### src/rtl/spgm_pkg.sv
package spgm_pkg;

  // Pads covered by this block and the general-purpose line on the first one
  localparam int NUM_PADS    = 7;
  localparam int GPIO_FIRST  = 4;
  localparam int GPIO_LAST   = 10;
  localparam int SP0_PADS    = 2;

  // Register indices; byte address is four times the index
  localparam logic [15:0] BUS_SEL_IDX   = 16'h1C00;
  localparam logic [15:0] PAD_STATE_IDX = 16'h1C01;
  localparam logic [15:0] PUD_INH1_IDX  = 16'h1C17;

  // Field layout of the bus selection register
  localparam int SP0_MODE_LSB = 0;
  localparam int SP1_MODE_LSB = 2;
  localparam int MODE_W       = 2;

  // Mode encodings; code zero is the first-listed function
  localparam logic [1:0] MODE_CARD = 2'h0;
  localparam logic [1:0] MODE_ALT  = 2'h1;
  localparam logic [1:0] MODE_GPIO = 2'h2;

  // Reset values and the bus selection write mask
  localparam logic [15:0] BUS_SEL_RESET  = 16'h0000;
  localparam logic [15:0] PUD_INH1_RESET = 16'h07F0;
  localparam logic [15:0] BUS_SEL_MASK   = 16'h000F;

  // Pad state layout
  localparam int PST_IN_LSB = 0;
  localparam int PST_OE_LSB = 8;

  // AXI responses
  localparam logic [1:0] RESP_OKAY   = 2'h0;
  localparam logic [1:0] RESP_SLVERR = 2'h2;

  typedef enum logic [2:0] {
    FN_CARD = 3'h1,
    FN_ALT  = 3'h2,
    FN_GPIO = 3'h4
  } spgm_func_t;

  // Mode field to pad function; the spare code falls back to GPIO
  function automatic spgm_func_t spgm_mode_func(input logic [1:0] mode);
    spgm_func_t f;
    f = FN_GPIO;
    unique case (mode)
      MODE_CARD: f = FN_CARD;
      MODE_ALT:  f = FN_ALT;
      default:   f = FN_GPIO;
    endcase
    return f;
  endfunction

endpackage

### src/rtl/spgm_sel_if.sv
`timescale 1ns/1ps
interface spgm_sel_if;
  import spgm_pkg::*;
  spgm_func_t func [NUM_PADS];
  modport ctrl (output func);
  modport mux  (input  func);
endinterface

### src/rtl/spgm_pad_mux.sv
`timescale 1ns/1ps
module spgm_pad_mux
  import spgm_pkg::*;
(
  spgm_sel_if.mux                  sel,          // Per-pad function
  input  wire logic [NUM_PADS-1:0] pad_in_i,     // Pad input levels
  input  wire logic [NUM_PADS-1:0] card_out_i,   // Card port drive
  input  wire logic [NUM_PADS-1:0] card_oe_i,    // Card port enable
  input  wire logic [NUM_PADS-1:0] alt_out_i,    // Serial port drive
  input  wire logic [NUM_PADS-1:0] alt_oe_i,     // Serial port enable
  input  wire logic [NUM_PADS-1:0] gpio_out_i,   // GPIO drive
  input  wire logic [NUM_PADS-1:0] gpio_oe_i,    // GPIO enable
  output logic      [NUM_PADS-1:0] pad_out_o,    // Selected drive
  output logic      [NUM_PADS-1:0] pad_oe_o,     // Selected enable
  output logic      [NUM_PADS-1:0] card_in_o,    // Pad level to card port
  output logic      [NUM_PADS-1:0] alt_in_o,     // Pad level to serial port
  output logic      [NUM_PADS-1:0] gpio_in_o     // Pad level to GPIO
);

  genvar i;
  generate
    for (i = 0; i < NUM_PADS; i++)
    begin : g_pad
      wire logic is_card = (sel.func[i] == FN_CARD);
      wire logic is_alt  = (sel.func[i] == FN_ALT);
      wire logic is_gpio = (sel.func[i] == FN_GPIO);
      // Deselected functions see a low input so they never act on a foreign pad
      assign pad_out_o[i] = (is_card & card_out_i[i]) | (is_alt & alt_out_i[i])
                          | (is_gpio & gpio_out_i[i]);
      assign pad_oe_o[i]  = (is_card & card_oe_i[i]) | (is_alt & alt_oe_i[i])
                          | (is_gpio & gpio_oe_i[i]);
      assign card_in_o[i] = is_card & pad_in_i[i];
      assign alt_in_o[i]  = is_alt & pad_in_i[i];
      assign gpio_in_o[i] = is_gpio & pad_in_i[i];
    end
  endgenerate

endmodule

### src/rtl/spgm_top.sv
`timescale 1ns/1ps
module spgm_top
  import spgm_pkg::*;
#(
  parameter int ADDR_W = 16
)
(
  input  wire logic                    clock_i,        // 50 MHz clock
  input  wire logic                    resetn_i,       // Async reset, low
  input  wire logic                    ce_i,           // Clock enable
  input  wire logic [ADDR_W-1:0]       s_axi_awaddr,   // Write address
  input  wire logic                    s_axi_awvalid,  // Write address valid
  output logic                         s_axi_awready,  // Write address ready
  input  wire logic [31:0]             s_axi_wdata,    // Write data
  input  wire logic [3:0]              s_axi_wstrb,    // Write strobes
  input  wire logic                    s_axi_wvalid,   // Write data valid
  output logic                         s_axi_wready,   // Write data ready
  output logic [1:0]                   s_axi_bresp,    // Write response
  output logic                         s_axi_bvalid,   // Write response valid
  input  wire logic                    s_axi_bready,   // Write response ready
  input  wire logic [ADDR_W-1:0]       s_axi_araddr,   // Read address
  input  wire logic                    s_axi_arvalid,  // Read address valid
  output logic                         s_axi_arready,  // Read address ready
  output logic [31:0]                  s_axi_rdata,    // Read data
  output logic [1:0]                   s_axi_rresp,    // Read response
  output logic                         s_axi_rvalid,   // Read data valid
  input  wire logic                    s_axi_rready,   // Read data ready
  input  wire logic [spgm_pkg::NUM_PADS-1:0] pad_in_i,      // Pad levels
  output logic [spgm_pkg::NUM_PADS-1:0]      pad_out_o,     // Pad drive
  output logic [spgm_pkg::NUM_PADS-1:0]      pad_oe_o,      // Pad enable
  output logic [spgm_pkg::NUM_PADS-1:0]      pulldown_en_o, // Pulldown on
  input  wire logic [spgm_pkg::NUM_PADS-1:0] card_out_i,    // Card drive
  input  wire logic [spgm_pkg::NUM_PADS-1:0] card_oe_i,     // Card enable
  output logic [spgm_pkg::NUM_PADS-1:0]      card_in_o,     // Card input
  input  wire logic [spgm_pkg::NUM_PADS-1:0] alt_out_i,     // Serial/SPI drive
  input  wire logic [spgm_pkg::NUM_PADS-1:0] alt_oe_i,      // Serial/SPI enable
  output logic [spgm_pkg::NUM_PADS-1:0]      alt_in_o,      // Serial/SPI input
  input  wire logic [spgm_pkg::GPIO_LAST:spgm_pkg::GPIO_FIRST] gpio_out_i, // GPIO drive
  input  wire logic [spgm_pkg::GPIO_LAST:spgm_pkg::GPIO_FIRST] gpio_oe_i,  // GPIO enable
  output logic [spgm_pkg::GPIO_LAST:spgm_pkg::GPIO_FIRST]      gpio_in_o   // GPIO input
);
  import spgm_pkg::*;

  // The byte address of the highest index needs fifteen bits
  generate
    if (ADDR_W < 15 || ADDR_W > 32)
    begin : g_bad_addr
      $error("spgm_top: ADDR_W must be 15 to 32");
    end
  endgenerate

  localparam int IDX_W = ADDR_W - 2;

  logic [15:0]         bus_selection_register;
  logic [15:0]         pulldown_inhibit_group1;
  logic [ADDR_W-1:0]   wr_addr;
  logic [31:0]         wr_data;
  logic [3:0]          wr_strb;

  spgm_sel_if sel_bus ();

  wire logic [NUM_PADS-1:0] mux_out;
  wire logic [NUM_PADS-1:0] mux_oe;
  wire logic [NUM_PADS-1:0] mux_card_in;
  wire logic [NUM_PADS-1:0] mux_alt_in;
  wire logic [NUM_PADS-1:0] mux_gpio_in;

  wire logic [MODE_W-1:0] serial_port0_mode_field =
    bus_selection_register[SP0_MODE_LSB +: MODE_W];
  wire logic [MODE_W-1:0] serial_port1_mode_field =
    bus_selection_register[SP1_MODE_LSB +: MODE_W];

  genvar p;
  generate
    for (p = 0; p < NUM_PADS; p++)
    begin : g_sel
      if (p < SP0_PADS)
      begin : g_sp0
        assign sel_bus.func[p] = spgm_mode_func(serial_port0_mode_field);
      end
      else
      begin : g_sp1
        assign sel_bus.func[p] = spgm_mode_func(serial_port1_mode_field);
      end
    end
  endgenerate

  spgm_pad_mux u_mux (
    .sel        (sel_bus.mux),
    .pad_in_i   (pad_in_i),
    .card_out_i (card_out_i),
    .card_oe_i  (card_oe_i),
    .alt_out_i  (alt_out_i),
    .alt_oe_i   (alt_oe_i),
    .gpio_out_i (gpio_out_i),
    .gpio_oe_i  (gpio_oe_i),
    .pad_out_o  (mux_out),
    .pad_oe_o   (mux_oe),
    .card_in_o  (mux_card_in),
    .alt_in_o   (mux_alt_in),
    .gpio_in_o  (mux_gpio_in)
  );

  // Address decode
  wire logic [IDX_W-1:0] wr_idx = wr_addr[ADDR_W-1:2];
  wire logic [IDX_W-1:0] rd_idx = s_axi_araddr[ADDR_W-1:2];
  wire logic wr_sel_bus  = (wr_idx == IDX_W'(BUS_SEL_IDX));
  wire logic wr_sel_pud  = (wr_idx == IDX_W'(PUD_INH1_IDX));
  wire logic wr_sel_pst  = (wr_idx == IDX_W'(PAD_STATE_IDX));
  wire logic rd_sel_bus  = (rd_idx == IDX_W'(BUS_SEL_IDX));
  wire logic rd_sel_pud  = (rd_idx == IDX_W'(PUD_INH1_IDX));
  wire logic rd_sel_pst  = (rd_idx == IDX_W'(PAD_STATE_IDX));
  wire logic wr_mapped   = wr_sel_bus | wr_sel_pud | wr_sel_pst;
  wire logic rd_mapped   = rd_sel_bus | rd_sel_pud | rd_sel_pst;

  // Both halves held and no response pending: commit now
  wire logic wr_commit   = ~s_axi_awready & ~s_axi_wready & ~s_axi_bvalid;
  wire logic aw_take     = s_axi_awvalid & s_axi_awready;
  wire logic w_take      = s_axi_wvalid & s_axi_wready;
  wire logic b_done      = s_axi_bvalid & s_axi_bready;
  wire logic ar_take     = s_axi_arvalid & s_axi_arready;
  wire logic r_done      = s_axi_rvalid & s_axi_rready;

  // Byte-lane merge for the two 16-bit registers
  wire logic [15:0] lane_mask = {{8{wr_strb[1]}}, {8{wr_strb[0]}}};
  wire logic [15:0] next_bus_sel =
    ((bus_selection_register & ~lane_mask) | (wr_data[15:0] & lane_mask)) & BUS_SEL_MASK;
  wire logic [15:0] next_pud_inh =
    (pulldown_inhibit_group1 & ~lane_mask) | (wr_data[15:0] & lane_mask);

  // Pad state is read-only: drive enables and levels as they stand
  wire logic [15:0] pad_state =
    16'(pad_oe_o) << PST_OE_LSB | 16'(pad_in_i) << PST_IN_LSB;

  wire logic [15:0] rd_value =
    rd_sel_bus ? bus_selection_register :
    rd_sel_pud ? pulldown_inhibit_group1 :
    rd_sel_pst ? pad_state : 16'h0000;

  always_ff @(posedge clock_i or negedge resetn_i)
  begin
    if (!resetn_i)
    begin
      s_axi_awready <= 1'b1;
      s_axi_wready  <= 1'b1;
      s_axi_bvalid  <= 1'b0;
      s_axi_bresp   <= RESP_OKAY;
      wr_addr       <= '0;
      wr_data       <= 32'h0000_0000;
      wr_strb       <= 4'h0;
    end
    else if (ce_i)
    begin
      if (aw_take)
      begin
        wr_addr       <= s_axi_awaddr;
        s_axi_awready <= 1'b0;
      end
      if (w_take)
      begin
        wr_data      <= s_axi_wdata;
        wr_strb      <= s_axi_wstrb;
        s_axi_wready <= 1'b0;
      end
      if (wr_commit)
      begin
        s_axi_bvalid <= 1'b1;
        s_axi_bresp  <= (wr_mapped && !wr_sel_pst) ? RESP_OKAY : RESP_SLVERR;
      end
      if (b_done)
      begin
        s_axi_bvalid  <= 1'b0;
        s_axi_awready <= 1'b1;
        s_axi_wready  <= 1'b1;
      end
    end
  end

  always_ff @(posedge clock_i or negedge resetn_i)
  begin
    if (!resetn_i)
    begin
      bus_selection_register  <= BUS_SEL_RESET;
      pulldown_inhibit_group1 <= PUD_INH1_RESET;
    end
    else if (ce_i && wr_commit)
    begin
      if (wr_sel_bus)
        bus_selection_register <= next_bus_sel;
      if (wr_sel_pud)
        pulldown_inhibit_group1 <= next_pud_inh;
    end
  end

  always_ff @(posedge clock_i or negedge resetn_i)
  begin
    if (!resetn_i)
    begin
      s_axi_arready <= 1'b1;
      s_axi_rvalid  <= 1'b0;
      s_axi_rdata   <= 32'h0000_0000;
      s_axi_rresp   <= RESP_OKAY;
    end
    else if (ce_i)
    begin
      if (ar_take)
      begin
        s_axi_arready <= 1'b0;
        s_axi_rvalid  <= 1'b1;
        s_axi_rdata   <= {16'h0000, rd_value};
        s_axi_rresp   <= rd_mapped ? RESP_OKAY : RESP_SLVERR;
      end
      else if (r_done)
      begin
        s_axi_rvalid  <= 1'b0;
        s_axi_arready <= 1'b1;
      end
    end
  end

  // Registered pad side; one cycle from mode change to pad
  always_ff @(posedge clock_i or negedge resetn_i)
  begin
    if (!resetn_i)
    begin
      pad_out_o     <= '0;
      pad_oe_o      <= '0;
      pulldown_en_o <= '0;
      card_in_o     <= '0;
      alt_in_o      <= '0;
      gpio_in_o     <= '0;
    end
    else if (ce_i)
    begin
      pad_out_o     <= mux_out;
      pad_oe_o      <= mux_oe;
      pulldown_en_o <= ~pulldown_inhibit_group1[GPIO_LAST:GPIO_FIRST];
      card_in_o     <= mux_card_in;
      alt_in_o      <= mux_alt_in;
      gpio_in_o     <= mux_gpio_in;
    end
  end

endmodule

### config.mk
export PLATFORM = sky130hd
export DESIGN_NAME = spgm_top
export DESIGN_NICKNAME = d
export VERILOG_FILES = /design/src/rtl/spgm_pkg.sv /design/src/rtl/spgm_sel_if.sv /design/src/rtl/spgm_pad_mux.sv /design/src/rtl/spgm_top.sv
export SDC_FILE = /design/constraint.sdc
export NUM_CORES = 1
export LEC_CHECK = 0
export ABC_AREA = 1
export ABC_CLOCK_PERIOD_IN_PS = 1820
export BUFFER_PORTS_ARGS = -buffer_cell sky130_fd_sc_hd__buf_2
export CORE_MARGIN = 1.5
export CORE_UTILIZATION = 30
export DETAILED_ROUTE_END_ITERATION = 8
export GPL_ROUTABILITY_DRIVEN = 0
export SYNTH_ARGS = -nofsm -noshare
export SYNTH_HDL_FRONTEND = slang
export SYNTH_SLANG_ARGS = --single-unit
### constraint.sdc
create_clock -name clock_i -period 1.82 [get_ports clock_i]
set_input_delay 0.546 -clock clock_i [delete_from_list [all_inputs] [get_ports clock_i]]
set_output_delay 0.546 -clock clock_i [all_outputs]
set_load 0.005 [all_outputs]
==> reports/results.txt, run 1 <==
Drt total wl - 15.45 mm
Setup slack of the most critical reg-to-reg path - 0.31 ns
Core Region - 0.01742 mm^2
Total negative setup slack - 0 ns
Gate family responsible for the most delay along the worst path - flip-flops
Cell accounting for the most synthesized area - dfrtp_1
Area growth from synthesis to layout - 31.88%
Floorplan die width - 136.9 um
Hold Crit Class - in -> async
Maximum VDD drop - 710.9 uV
All-Layer GR Usage - 17.29%
Final critical-path required period - 1.619 ns
Via-per-instance ratio - 4.523
Worst-path clk slew - 0.06 ns
Clock skew - 0.007990 ns
Crit path max-delay cell type - dfstp_2
Final routed DRC violation total - 0
Number of enable-type register cells in the synthesized netlist - 0
Worst setup path class - reg -> out
Count of H-tree levels built during CTS - 4
Hpwl dp - 11.39 mm
Overall die area - 0.01875 mm^2
Signal arrival time at the worst endpoint - 1.07 ns
Reg2reg start - wr_addr[15]$_DFFE_PN0P_
Length of the first detailed-routing pass in iterations - 4
Count of buffers from port buffering - 167
CTS tree - built
Maximum clock frequency - 0.6175 GHz
Via count - 4849
Io pins - 208
Number of cells in the finished layout apart from fillers - 1072
Number of sinks on the clock net - 117
Number of flip-flops and latches in the synthesized netlist - 117
Clock network latency to the later pin of the worst-skew pair - 0.42 ns
Simple-gate area share of the yosys netlist - 29.56%
Wire length of the first global-routing pass - 24.29 mm
Maxcap violations - 0
Number of clock buffers inserted by TritonCTS - 17
Total placed cells including tap cells - 1040
Maximum fanout count along the critical path - 3
Main area contributors after synthesis - dfrtp_1 (50%), nand2_1 (18%), nand3_1 (6.4%)
CTS Hold Bufs - 0
Power Density - 1127 mW/mm^2
Final Max Tran Viols - 0
Synth Instances - 654
RSZ-0062 raised after global routing - no
Final hold vios - 0
Clock Path Buffers - 2
Via count of the first global-routing pass - 4667
Endpoint type of the worst setup path - output pin
Final net count - 959
Final antenna-violating net count - 0
Post-Synth Adder-Cell Area - 0%
Global route total overflow - 0
DRC marker count from the first detailed-route iteration - 208
Leak Pwr - 3.830 nW
Fraction of layout cells with a size suffix above 1 - 28.57%
Starting Density - 30.89%
Syn avg cell area - 8.227 um^2
Outcome - completed
Routed WL per cell - 14.41 um
Share of Yosys cell area claimed by the top area cell type - 49.77%
Number of fill cells - 1825
Number of antenna violations at the first check in global routing - 1
Worst-case reg-to-reg path depth - 10
Library cells used by synthesis - 25
Most used flip-flop cell after synthesis - dfrtp_1
Clk Tree Root Cell - clkbuf_16
Crit path cell chain - buf_2
Synthesized-area fraction occupied by ao, oa, aoi and oai cells - 7.163%
Dominant combinational cell family by area after synthesis - simple AND/OR/NAND/NOR gates
CP Data Required Time - 1.27 ns
Placement row count - 48
Largest net degree at the start of global routing - 80
Sequential element share of the synthesized area - 54.65%
Yosys warns - 0
Buffer count from post-CTS setup fixing - 0
Worst path bufs/invs - 1
Area of the mapped netlist - 0.005380 mm^2
Multiplexer fraction of the synthesized cell area - 0%
Post-CTS Resized - 0
Setup violation total in the final timing report - 0
Die Ht - 136.9 um
Xor-xnor portion of the synthesized cell area - 0%
Sequential standard cell area - 0.002940 mm^2
Antenna diodes - 0
Crit. Startpoint - s_axi_wready$_DFFE_PN1P_
Worst Setup Start Kind - register
Ratio of final minimum period to clock period - 88.98%
Critical Path Max Stage Delay - 0.55 ns
Share of async-settable or async-resettable flops after synthesis - 100.0%
Area of combinational cells with multiple inputs - 0.002043 mm^2
## power breakdown
group	switching, W	internal (W)
registers	0.000311	0.00310
clock network	0.00118	0.00214
logic	0.000731	0.000523
total	0.00223	0.00577
## layout make-up
class | count | share of cell area (%)
clock buffer | 23 | 6.877
clock inverter | 9 | 1.411
sequential | 117 | 41.44
multi-input combinational | 462 | 28.80
inverter | 47 | 2.486
tap | 225 | 3.968
timing repair buffer | 189 | 15.02
## cells by family (layout without fill, tap and decap cells)
group / after synthesis / after routing
DFF: 117 / 117
other: 1 / 18
buffers and inverters: 92 / 268
and+or+nand+nor: 371 / 371
AOI/OAI and AO/OA: 73 / 73
## cells in the final DEF, fill, tap and decap left out, drive strengths merged
cell / count
dfstp: 10
clkinv: 5
nor3: 1
a22oi: 7
inv: 47
nand3: 71
nand4: 8
nor2: 30
o21a: 1
conb: 18
bufinv: 2
clkinvlp: 2
nand3b: 6
clkbuf: 23
nand2: 255
a21oi: 7
o21ai: 58
dfrtp: 107
buf: 189
## how the worst max path moves through the flow
| stage | cells past startpoint | slack [ns] | to |
|---|---|---|---|
| floorplan | 8 | 0.44 | s_axi_rdata[10]$_DFFE_PN0P_ |
| global placement | 6 | 0.16 | register |
| detailed placement | 6 | 0.12 | pad_oe_o[6]$_DFFE_PN0P_ |
| CTS | 1 | 0.19 | s_axi_awready |
| global route | 10 | 0.11 | register |
| finish | 1 | 0.20 | s_axi_wready |
## per-stage QoR
step           hold WS (ns)  util, %  setup WS, ns  cell area (um^2)  power (W)
6_report             0.1528    40.74        0.2006              7096   0.007995
5_1_grt              0.1810    40.74        0.1146              7096   0.008415
4_1_cts              0.1771    40.74        0.1859              7096   0.008059
3_5_place_dp         0.4614    37.36        0.1242              6507   0.004712
3_3_place_gp         0.4623    37.36        0.1595              6507   0.004677
2_1_floorplan        0.2504        -        0.4425              5444   0.004149
## layer usage
| layer | vias to the layer above | GRT usage (%) | part of all wire (%) |
|---|---|---|---|
| met5 | - | 0 | 0.084 |
| met4 | 2 | 6.316 | 1.7 |
| met3 | 27 | 5.741 | 7.1 |
| met2 | 150 | 26.41 | 45 |
| met1 | 2244 | 22.81 | 47 |
| li1 | 2426 | - | - |
## cells in the mapped netlist (3+ instances only)
cell type  instances
a21oi_1            7
a22oi_1            7
buf_2             14
buf_4             22
clkbuf_1           7
dfrtp_1          107
dfstp_2           10
inv_1             45
nand2_1          252
nand2_2            3
nand3_1           69
nand3b_1           6
nand4_1            7
nor2_1            25
nor2_4             4
o21ai_0           56
Power figures use the tool's default switching activity.
==> run 2: changes to the inputs <==
--- a/config.mk
+++ b/config.mk
@@ -6,12 +6,15 @@
 export NUM_CORES = 1
 export LEC_CHECK = 0
 export ABC_AREA = 1
-export ABC_CLOCK_PERIOD_IN_PS = 1820
+export ABC_CLOCK_PERIOD_IN_PS = 1650
 export BUFFER_PORTS_ARGS = -buffer_cell sky130_fd_sc_hd__buf_2
+export CELL_PAD_IN_SITES_DETAIL_PLACEMENT = 1
+export CELL_PAD_IN_SITES_GLOBAL_PLACEMENT = 1
 export CORE_MARGIN = 1.5
 export CORE_UTILIZATION = 30
 export DETAILED_ROUTE_END_ITERATION = 8
 export GPL_ROUTABILITY_DRIVEN = 0
+export PLACE_DENSITY_LB_ADDON = 0.1
 export SYNTH_ARGS = -nofsm -noshare
 export SYNTH_HDL_FRONTEND = slang
 export SYNTH_SLANG_ARGS = --single-unit
==> constraint.sdc (replaced) <==
create_clock -name clock_i -period 1.65 [get_ports clock_i]
set_input_delay 0.495 -clock clock_i [delete_from_list [all_inputs] [get_ports clock_i]]
set_output_delay 0.495 -clock clock_i [all_outputs]
set_load 0.005 [all_outputs]
==> reports/results.txt, run 2 (synthesized netlist as in run 1, its figures left out) <==
Number of antenna violations at the first check in global routing - 1
Clock skew - 0.006181 ns
Final Max Tran Viols - 0
Final routed DRC violation total - 0
Routed WL per cell - 15.59 um
CTS tree - built
Final net count - 968
GR met2 Demand/Resource - 31.46%
Gate family responsible for the most delay along the worst path - flip-flops
Number of cells in the finished layout apart from fillers - 1081
Core Region - 0.01742 mm^2
Buffer count from post-CTS setup fixing - 0
Relative contribution of the clock network to total power - 42.4%
Logic pwr share - 15.8%
Layer carrying the most global-route usage - met2
Reg2reg start - wr_addr[15]$_DFFE_PN0P_
Clock Path Buffers - 2
Number of sinks on the clock net - 117
Critical Path Max Stage Delay - 0.55 ns
Global-route met3 utilization - 4.074%
Worst path bufs/invs - 1
Signal arrival time at the worst endpoint - 1.07 ns
Final hold vios - 0
Endpoint type of the worst setup path - output pin
CP Data Required Time - 1.15 ns
Via-per-instance ratio - 4.591
All-Layer GR Usage - 18.79%
CTS Hold Bufs - 1
Final antenna-violating net count - 0
Switching share of power - 28.14%
Via count of the first global-routing pass - 5207
Net load switching power - 0.002557 W
Clk Tree Root Cell - clkbuf_16
Top library cells by usage in the layout, fill and taps aside - nand2_1 (252), buf_2 (166), dfrtp_1 (107)
Starting Density - 30.89%
Maxcap violations - 0
Worst Setup Start Kind - register
Crit. Startpoint - s_axi_arready$_DFFE_PN1P_
Hold Crit Class - in -> reg
Leak Pwr - 3.884 nW
Internal Dissipation - 0.006532 W
Io pins - 208
Placement row count - 48
Overall die area - 0.01875 mm^2
Global route total overflow - 0
Setup violation total in the final timing report - 0
Via count - 4963
DRC marker count from the first detailed-route iteration - 175
Maximum clock frequency - 0.6370 GHz
Area growth from synthesis to layout - 34.16%
Launch point of the worst hold path - s_axi_awaddr[6]
Worst-path clk slew - 0.06 ns
Part of the total power dissipated in sequential elements - 41.8%
Clock network latency to the later pin of the worst-skew pair - 0.41 ns
Drt total wl - 16.85 mm
Hpwl dp - 13.00 mm
Final critical-path required period - 1.570 ns
Most frequent standard cell in the layout excluding fill and tap cells - nand2_1
Outcome - completed
Number of fill cells - 2138
Met1 layer usage reported by global route - 24.23%
Worst setup path class - reg -> out
Largest net degree at the start of global routing - 41
Wire length of the first global-routing pass - 26.82 mm
Total placed cells including tap cells - 1048
Count of H-tree levels built during CTS - 4
Floorplan die width - 136.9 um
Crit path cell chain - buf_2
Total negative setup slack - 0 ns
Fraction of layout cells with a size suffix above 1 - 29.21%
Maximum fanout count along the critical path - 3
Die Ht - 136.9 um
Crit path max-delay cell type - dfstp_2
RSZ-0062 raised after global routing - no
Post-CTS Resized - 0
Count of buffers from port buffering - 167
Number of clock buffers inserted by TritonCTS - 17
Antenna diodes - 0
Length of the first detailed-routing pass in iterations - 5
Power Density - 1259 mW/mm^2
Maximum VDD drop - 753.6 uV
Ratio of final minimum period to clock period - 95.14%
==> run 2: changes by cell type in the layout (fill, tap and decap cells not counted), sizes merged <==
cell	change
buf	+8
clkbuf	-4
bufinv	+2
dlygate4sd3	+1
clkinvlp	+2
==> run 2: path summary, 6_finish.rpt <==
check | end | slack [ns] | depth (start not counted)
setup / recovery | s_axi_arready | 0.08 | 1
hold / removal | wr_addr[6]$_DFFE_PN0P_ | 0.27 | 3
setup reg to reg | register | 0.27 | 10
hold reg to reg | pad_out_o[0]$_DFFE_PN0P_ | 0.48 | 2
max in group asynchronous | s_axi_arready$_DFFE_PN1P_ | 0.58 | 3
min in group asynchronous | alt_in_o[0]$_DFFE_PN0P_ | 0.51 | 2
==> run 2: through the flow <==
step	worst slack (ns)	area, um^2	util [%]	hold WS (ns)	total power, W
2_1_floorplan	0.3235	5444	-	0.1994	0.004576
4_1_cts	0.05993	7218	41.44	0.2577	0.009222
5_1_grt	0.04085	7218	41.44	0.2755	0.009622
3_3_place_gp	0.02646	6593	37.85	0.3899	0.005216
3_5_place_dp	0.02827	6593	37.85	0.3961	0.005296
6_report	0.08015	7218	41.44	0.2743	0.009089
==> run 2: layout make-up <==
class / instances / area (um^2) / area share, %
Sequential cell: 117 / 2940 / 40.73
Multi-Input combinational cell: 462 / 2043 / 28.31
Timing Repair Buffer: 198 / 1161 / 16.09
Clock buffer: 19 / 432.9 / 5.998
Tap cell: 225 / 281.5 / 3.900
Clock inverter: 13 / 182.7 / 2.531
Inverter: 47 / 176.4 / 2.444
==> run 2: power groups by stage <==
stage	Combinational, W	Clock (W)	Sequential [W]
finish	0.00144	0.00385	0.00380
global route	0.00167	0.00408	0.00388
CTS	0.00147	0.00395	0.00380
detailed placement	0.00145	0	0.00384
global placement	0.00140	0	0.00382
floorplan	0.000842	0	0.00373
==> run 2: per-layer routing <==
| layer | part of all wire, % | vias up |
|---|---|---|
| li1 | - | 2430 |
| met4 | 1.4 | 2 |
| met2 | 47 | 137 |
| met1 | 47 | 2374 |
| met5 | 0.077 | - |
| met3 | 4.8 | 20 |
==> run 3: changes to the inputs <==
--- a/config.mk
+++ b/config.mk
@@ -14,7 +14,8 @@
 export CORE_UTILIZATION = 30
 export DETAILED_ROUTE_END_ITERATION = 8
 export GPL_ROUTABILITY_DRIVEN = 0
-export PLACE_DENSITY_LB_ADDON = 0.1
+export HOLD_SLACK_MARGIN = 0.1
+export PLACE_DENSITY = 0.81
 export SYNTH_ARGS = -nofsm -noshare
 export SYNTH_HDL_FRONTEND = slang
 export SYNTH_SLANG_ARGS = --single-unit
==> reports/results.txt, run 3 (synthesized netlist as in run 1, its figures left out) <==
Outcome - completed
Most frequent standard cell in the layout excluding fill and tap cells - nand2_1
Via-per-instance ratio - 4.576
Starting Density - 30.89%
Total placed cells including tap cells - 1051
Hold Path Stages - 3
Worst path bufs/invs - 1
Maximum VDD drop - 741.3 uV
Final net count - 971
Maxcap violations - 0
Setup violation total in the final timing report - 0
Antenna diodes - 0
Final Max Tran Viols - 0
Final critical-path required period - 1.581 ns
CTS tree - built
Buffer count from post-CTS setup fixing - 0
Leak Pwr - 3.940 nW
Worst-case reg-to-reg path depth - 10
CP Data Required Time - 1.15 ns
Crit path max-delay cell type - dfstp_2
Fraction of layout cells with a size suffix above 1 - 29.57%
DRC marker count from the first detailed-route iteration - 188
Total negative setup slack - 0 ns
Drt total wl - 16.77 mm
Placement row count - 48
Endpoint type of the worst setup path - output pin
Area growth from synthesis to layout - 35.37%
Number of antenna violations at the first check in global routing - 0
Length of the first detailed-routing pass in iterations - 6
Core Region - 0.01742 mm^2
Via count of the first global-routing pass - 5183
Worst-path clk slew - 0.06 ns
Worst Setup Start Kind - register
Hpwl dp - 12.88 mm
Clock Path Buffers - 2
Clock skew - 0.01221 ns
Crit path cell chain - buf_2
Die Ht - 136.9 um
Critical path depth in cells - 1
All-Layer GR Usage - 18.93%
Via count - 4960
Clock network latency to the later pin of the worst-skew pair - 0.42 ns
Critical Path Max Stage Delay - 0.56 ns
Wire length of the first global-routing pass - 26.86 mm
Number of clock buffers inserted by TritonCTS - 17
Count of H-tree levels built during CTS - 4
Transition time at the pin with the least slew margin - 0.5302 ns
Global route total overflow - 0
Clk Tree Root Cell - clkbuf_16
Io pins - 208
Maximum clock frequency - 0.6327 GHz
Final hold vios - 0
Number of sinks on the clock net - 117
Ratio of final minimum period to clock period - 95.80%
Number of cells in the finished layout apart from fillers - 1084
Largest net degree at the start of global routing - 69
Overall die area - 0.01875 mm^2
Floorplan die width - 136.9 um
Count of buffers from port buffering - 167
Worst setup path class - reg -> out
Power Density - 1288 mW/mm^2
Final antenna-violating net count - 0
Routed WL per cell - 15.47 um
Top library cells by usage in the layout, fill and taps aside - nand2_1 (252), buf_2 (166), dfrtp_1 (107)
Maximum fanout count along the critical path - 3
Gate family responsible for the most delay along the worst path - flip-flops
Hold Crit Class - in -> reg
RSZ-0062 raised after global routing - no
Signal arrival time at the worst endpoint - 1.09 ns
Final routed DRC violation total - 0
Headroom to the max-slew limit - 64.62%
==> run 3: final cells by class <==
| class | count | area, um^2 |
|---|---|---|
| clock buffer | 23 | 498.0 |
| clock inverter | 9 | 170.2 |
| fill | 2116 | 10130 |
| inverter | 47 | 178.9 |
| multi-input combinational | 462 | 2043 |
| sequential | 117 | 2940 |
| tap | 225 | 281.5 |
| timing repair buffer | 201 | 1171 |
==> run 3: path summary, 6_finish.rpt <==
check	start	endpoint	slack, ns
hold / removal	s_axi_wdata[5]	wr_data[5]$_DFFE_PN0P_	0.27
setup reg to reg	wr_addr[15]$_DFFE_PN0P_	register	0.23
setup / recovery	s_axi_awready$_DFFE_PN1P_	s_axi_awready	0.07
min in group asynchronous	resetn_i	s_axi_rdata[5]$_DFFE_PN0P_	0.62
hold reg to reg	register	register	0.48
max in group asynchronous	resetn_i	s_axi_wready$_DFFE_PN1P_	0.66
==> run 3: where the power goes <==
part	total, W	switching [W]	internal (W)
combinational	0.00145	0.000842	0.000607
sequential	0.00379	0.000367	0.00342
clock	0.00414	0.00127	0.00287
total	0.00938	0.00248	0.00690
==> run 3: per-stage QoR <==
step	util, %	hold slack [ns]	worst slack (ns)	power [W]	area [um^2]
after floorplan	-	0.1994	0.3235	0.004576	5444
after global placement	37.91	0.4610	0.04055	0.005204	6603
after detailed placement	37.91	0.4685	0.005201	0.005304	6603
after CTS	41.80	0.2550	0.03985	0.009511	7281
after global routing	41.82	0.2593	0.02697	0.009918	7283
final	41.82	0.2723	0.06936	0.009380	7283
==> run 3: routing by layer <==
metal	global-route usage (%)	up-vias	wire length, um
met1	23.59	2377	7501
met5	0	-	0
li1	-	2435	-
met4	5.789	0	173
met3	4.889	16	869
met2	32.16	132	8225
==> run 3: repair_timing <==
action | 4_1_cts | 5_1_grt
endpoints found under the setup margin | 0 | 16
hold endpoints to repair | 32 | 0
hold buffers | 1 | 0
gates resized for setup | 0 | 2
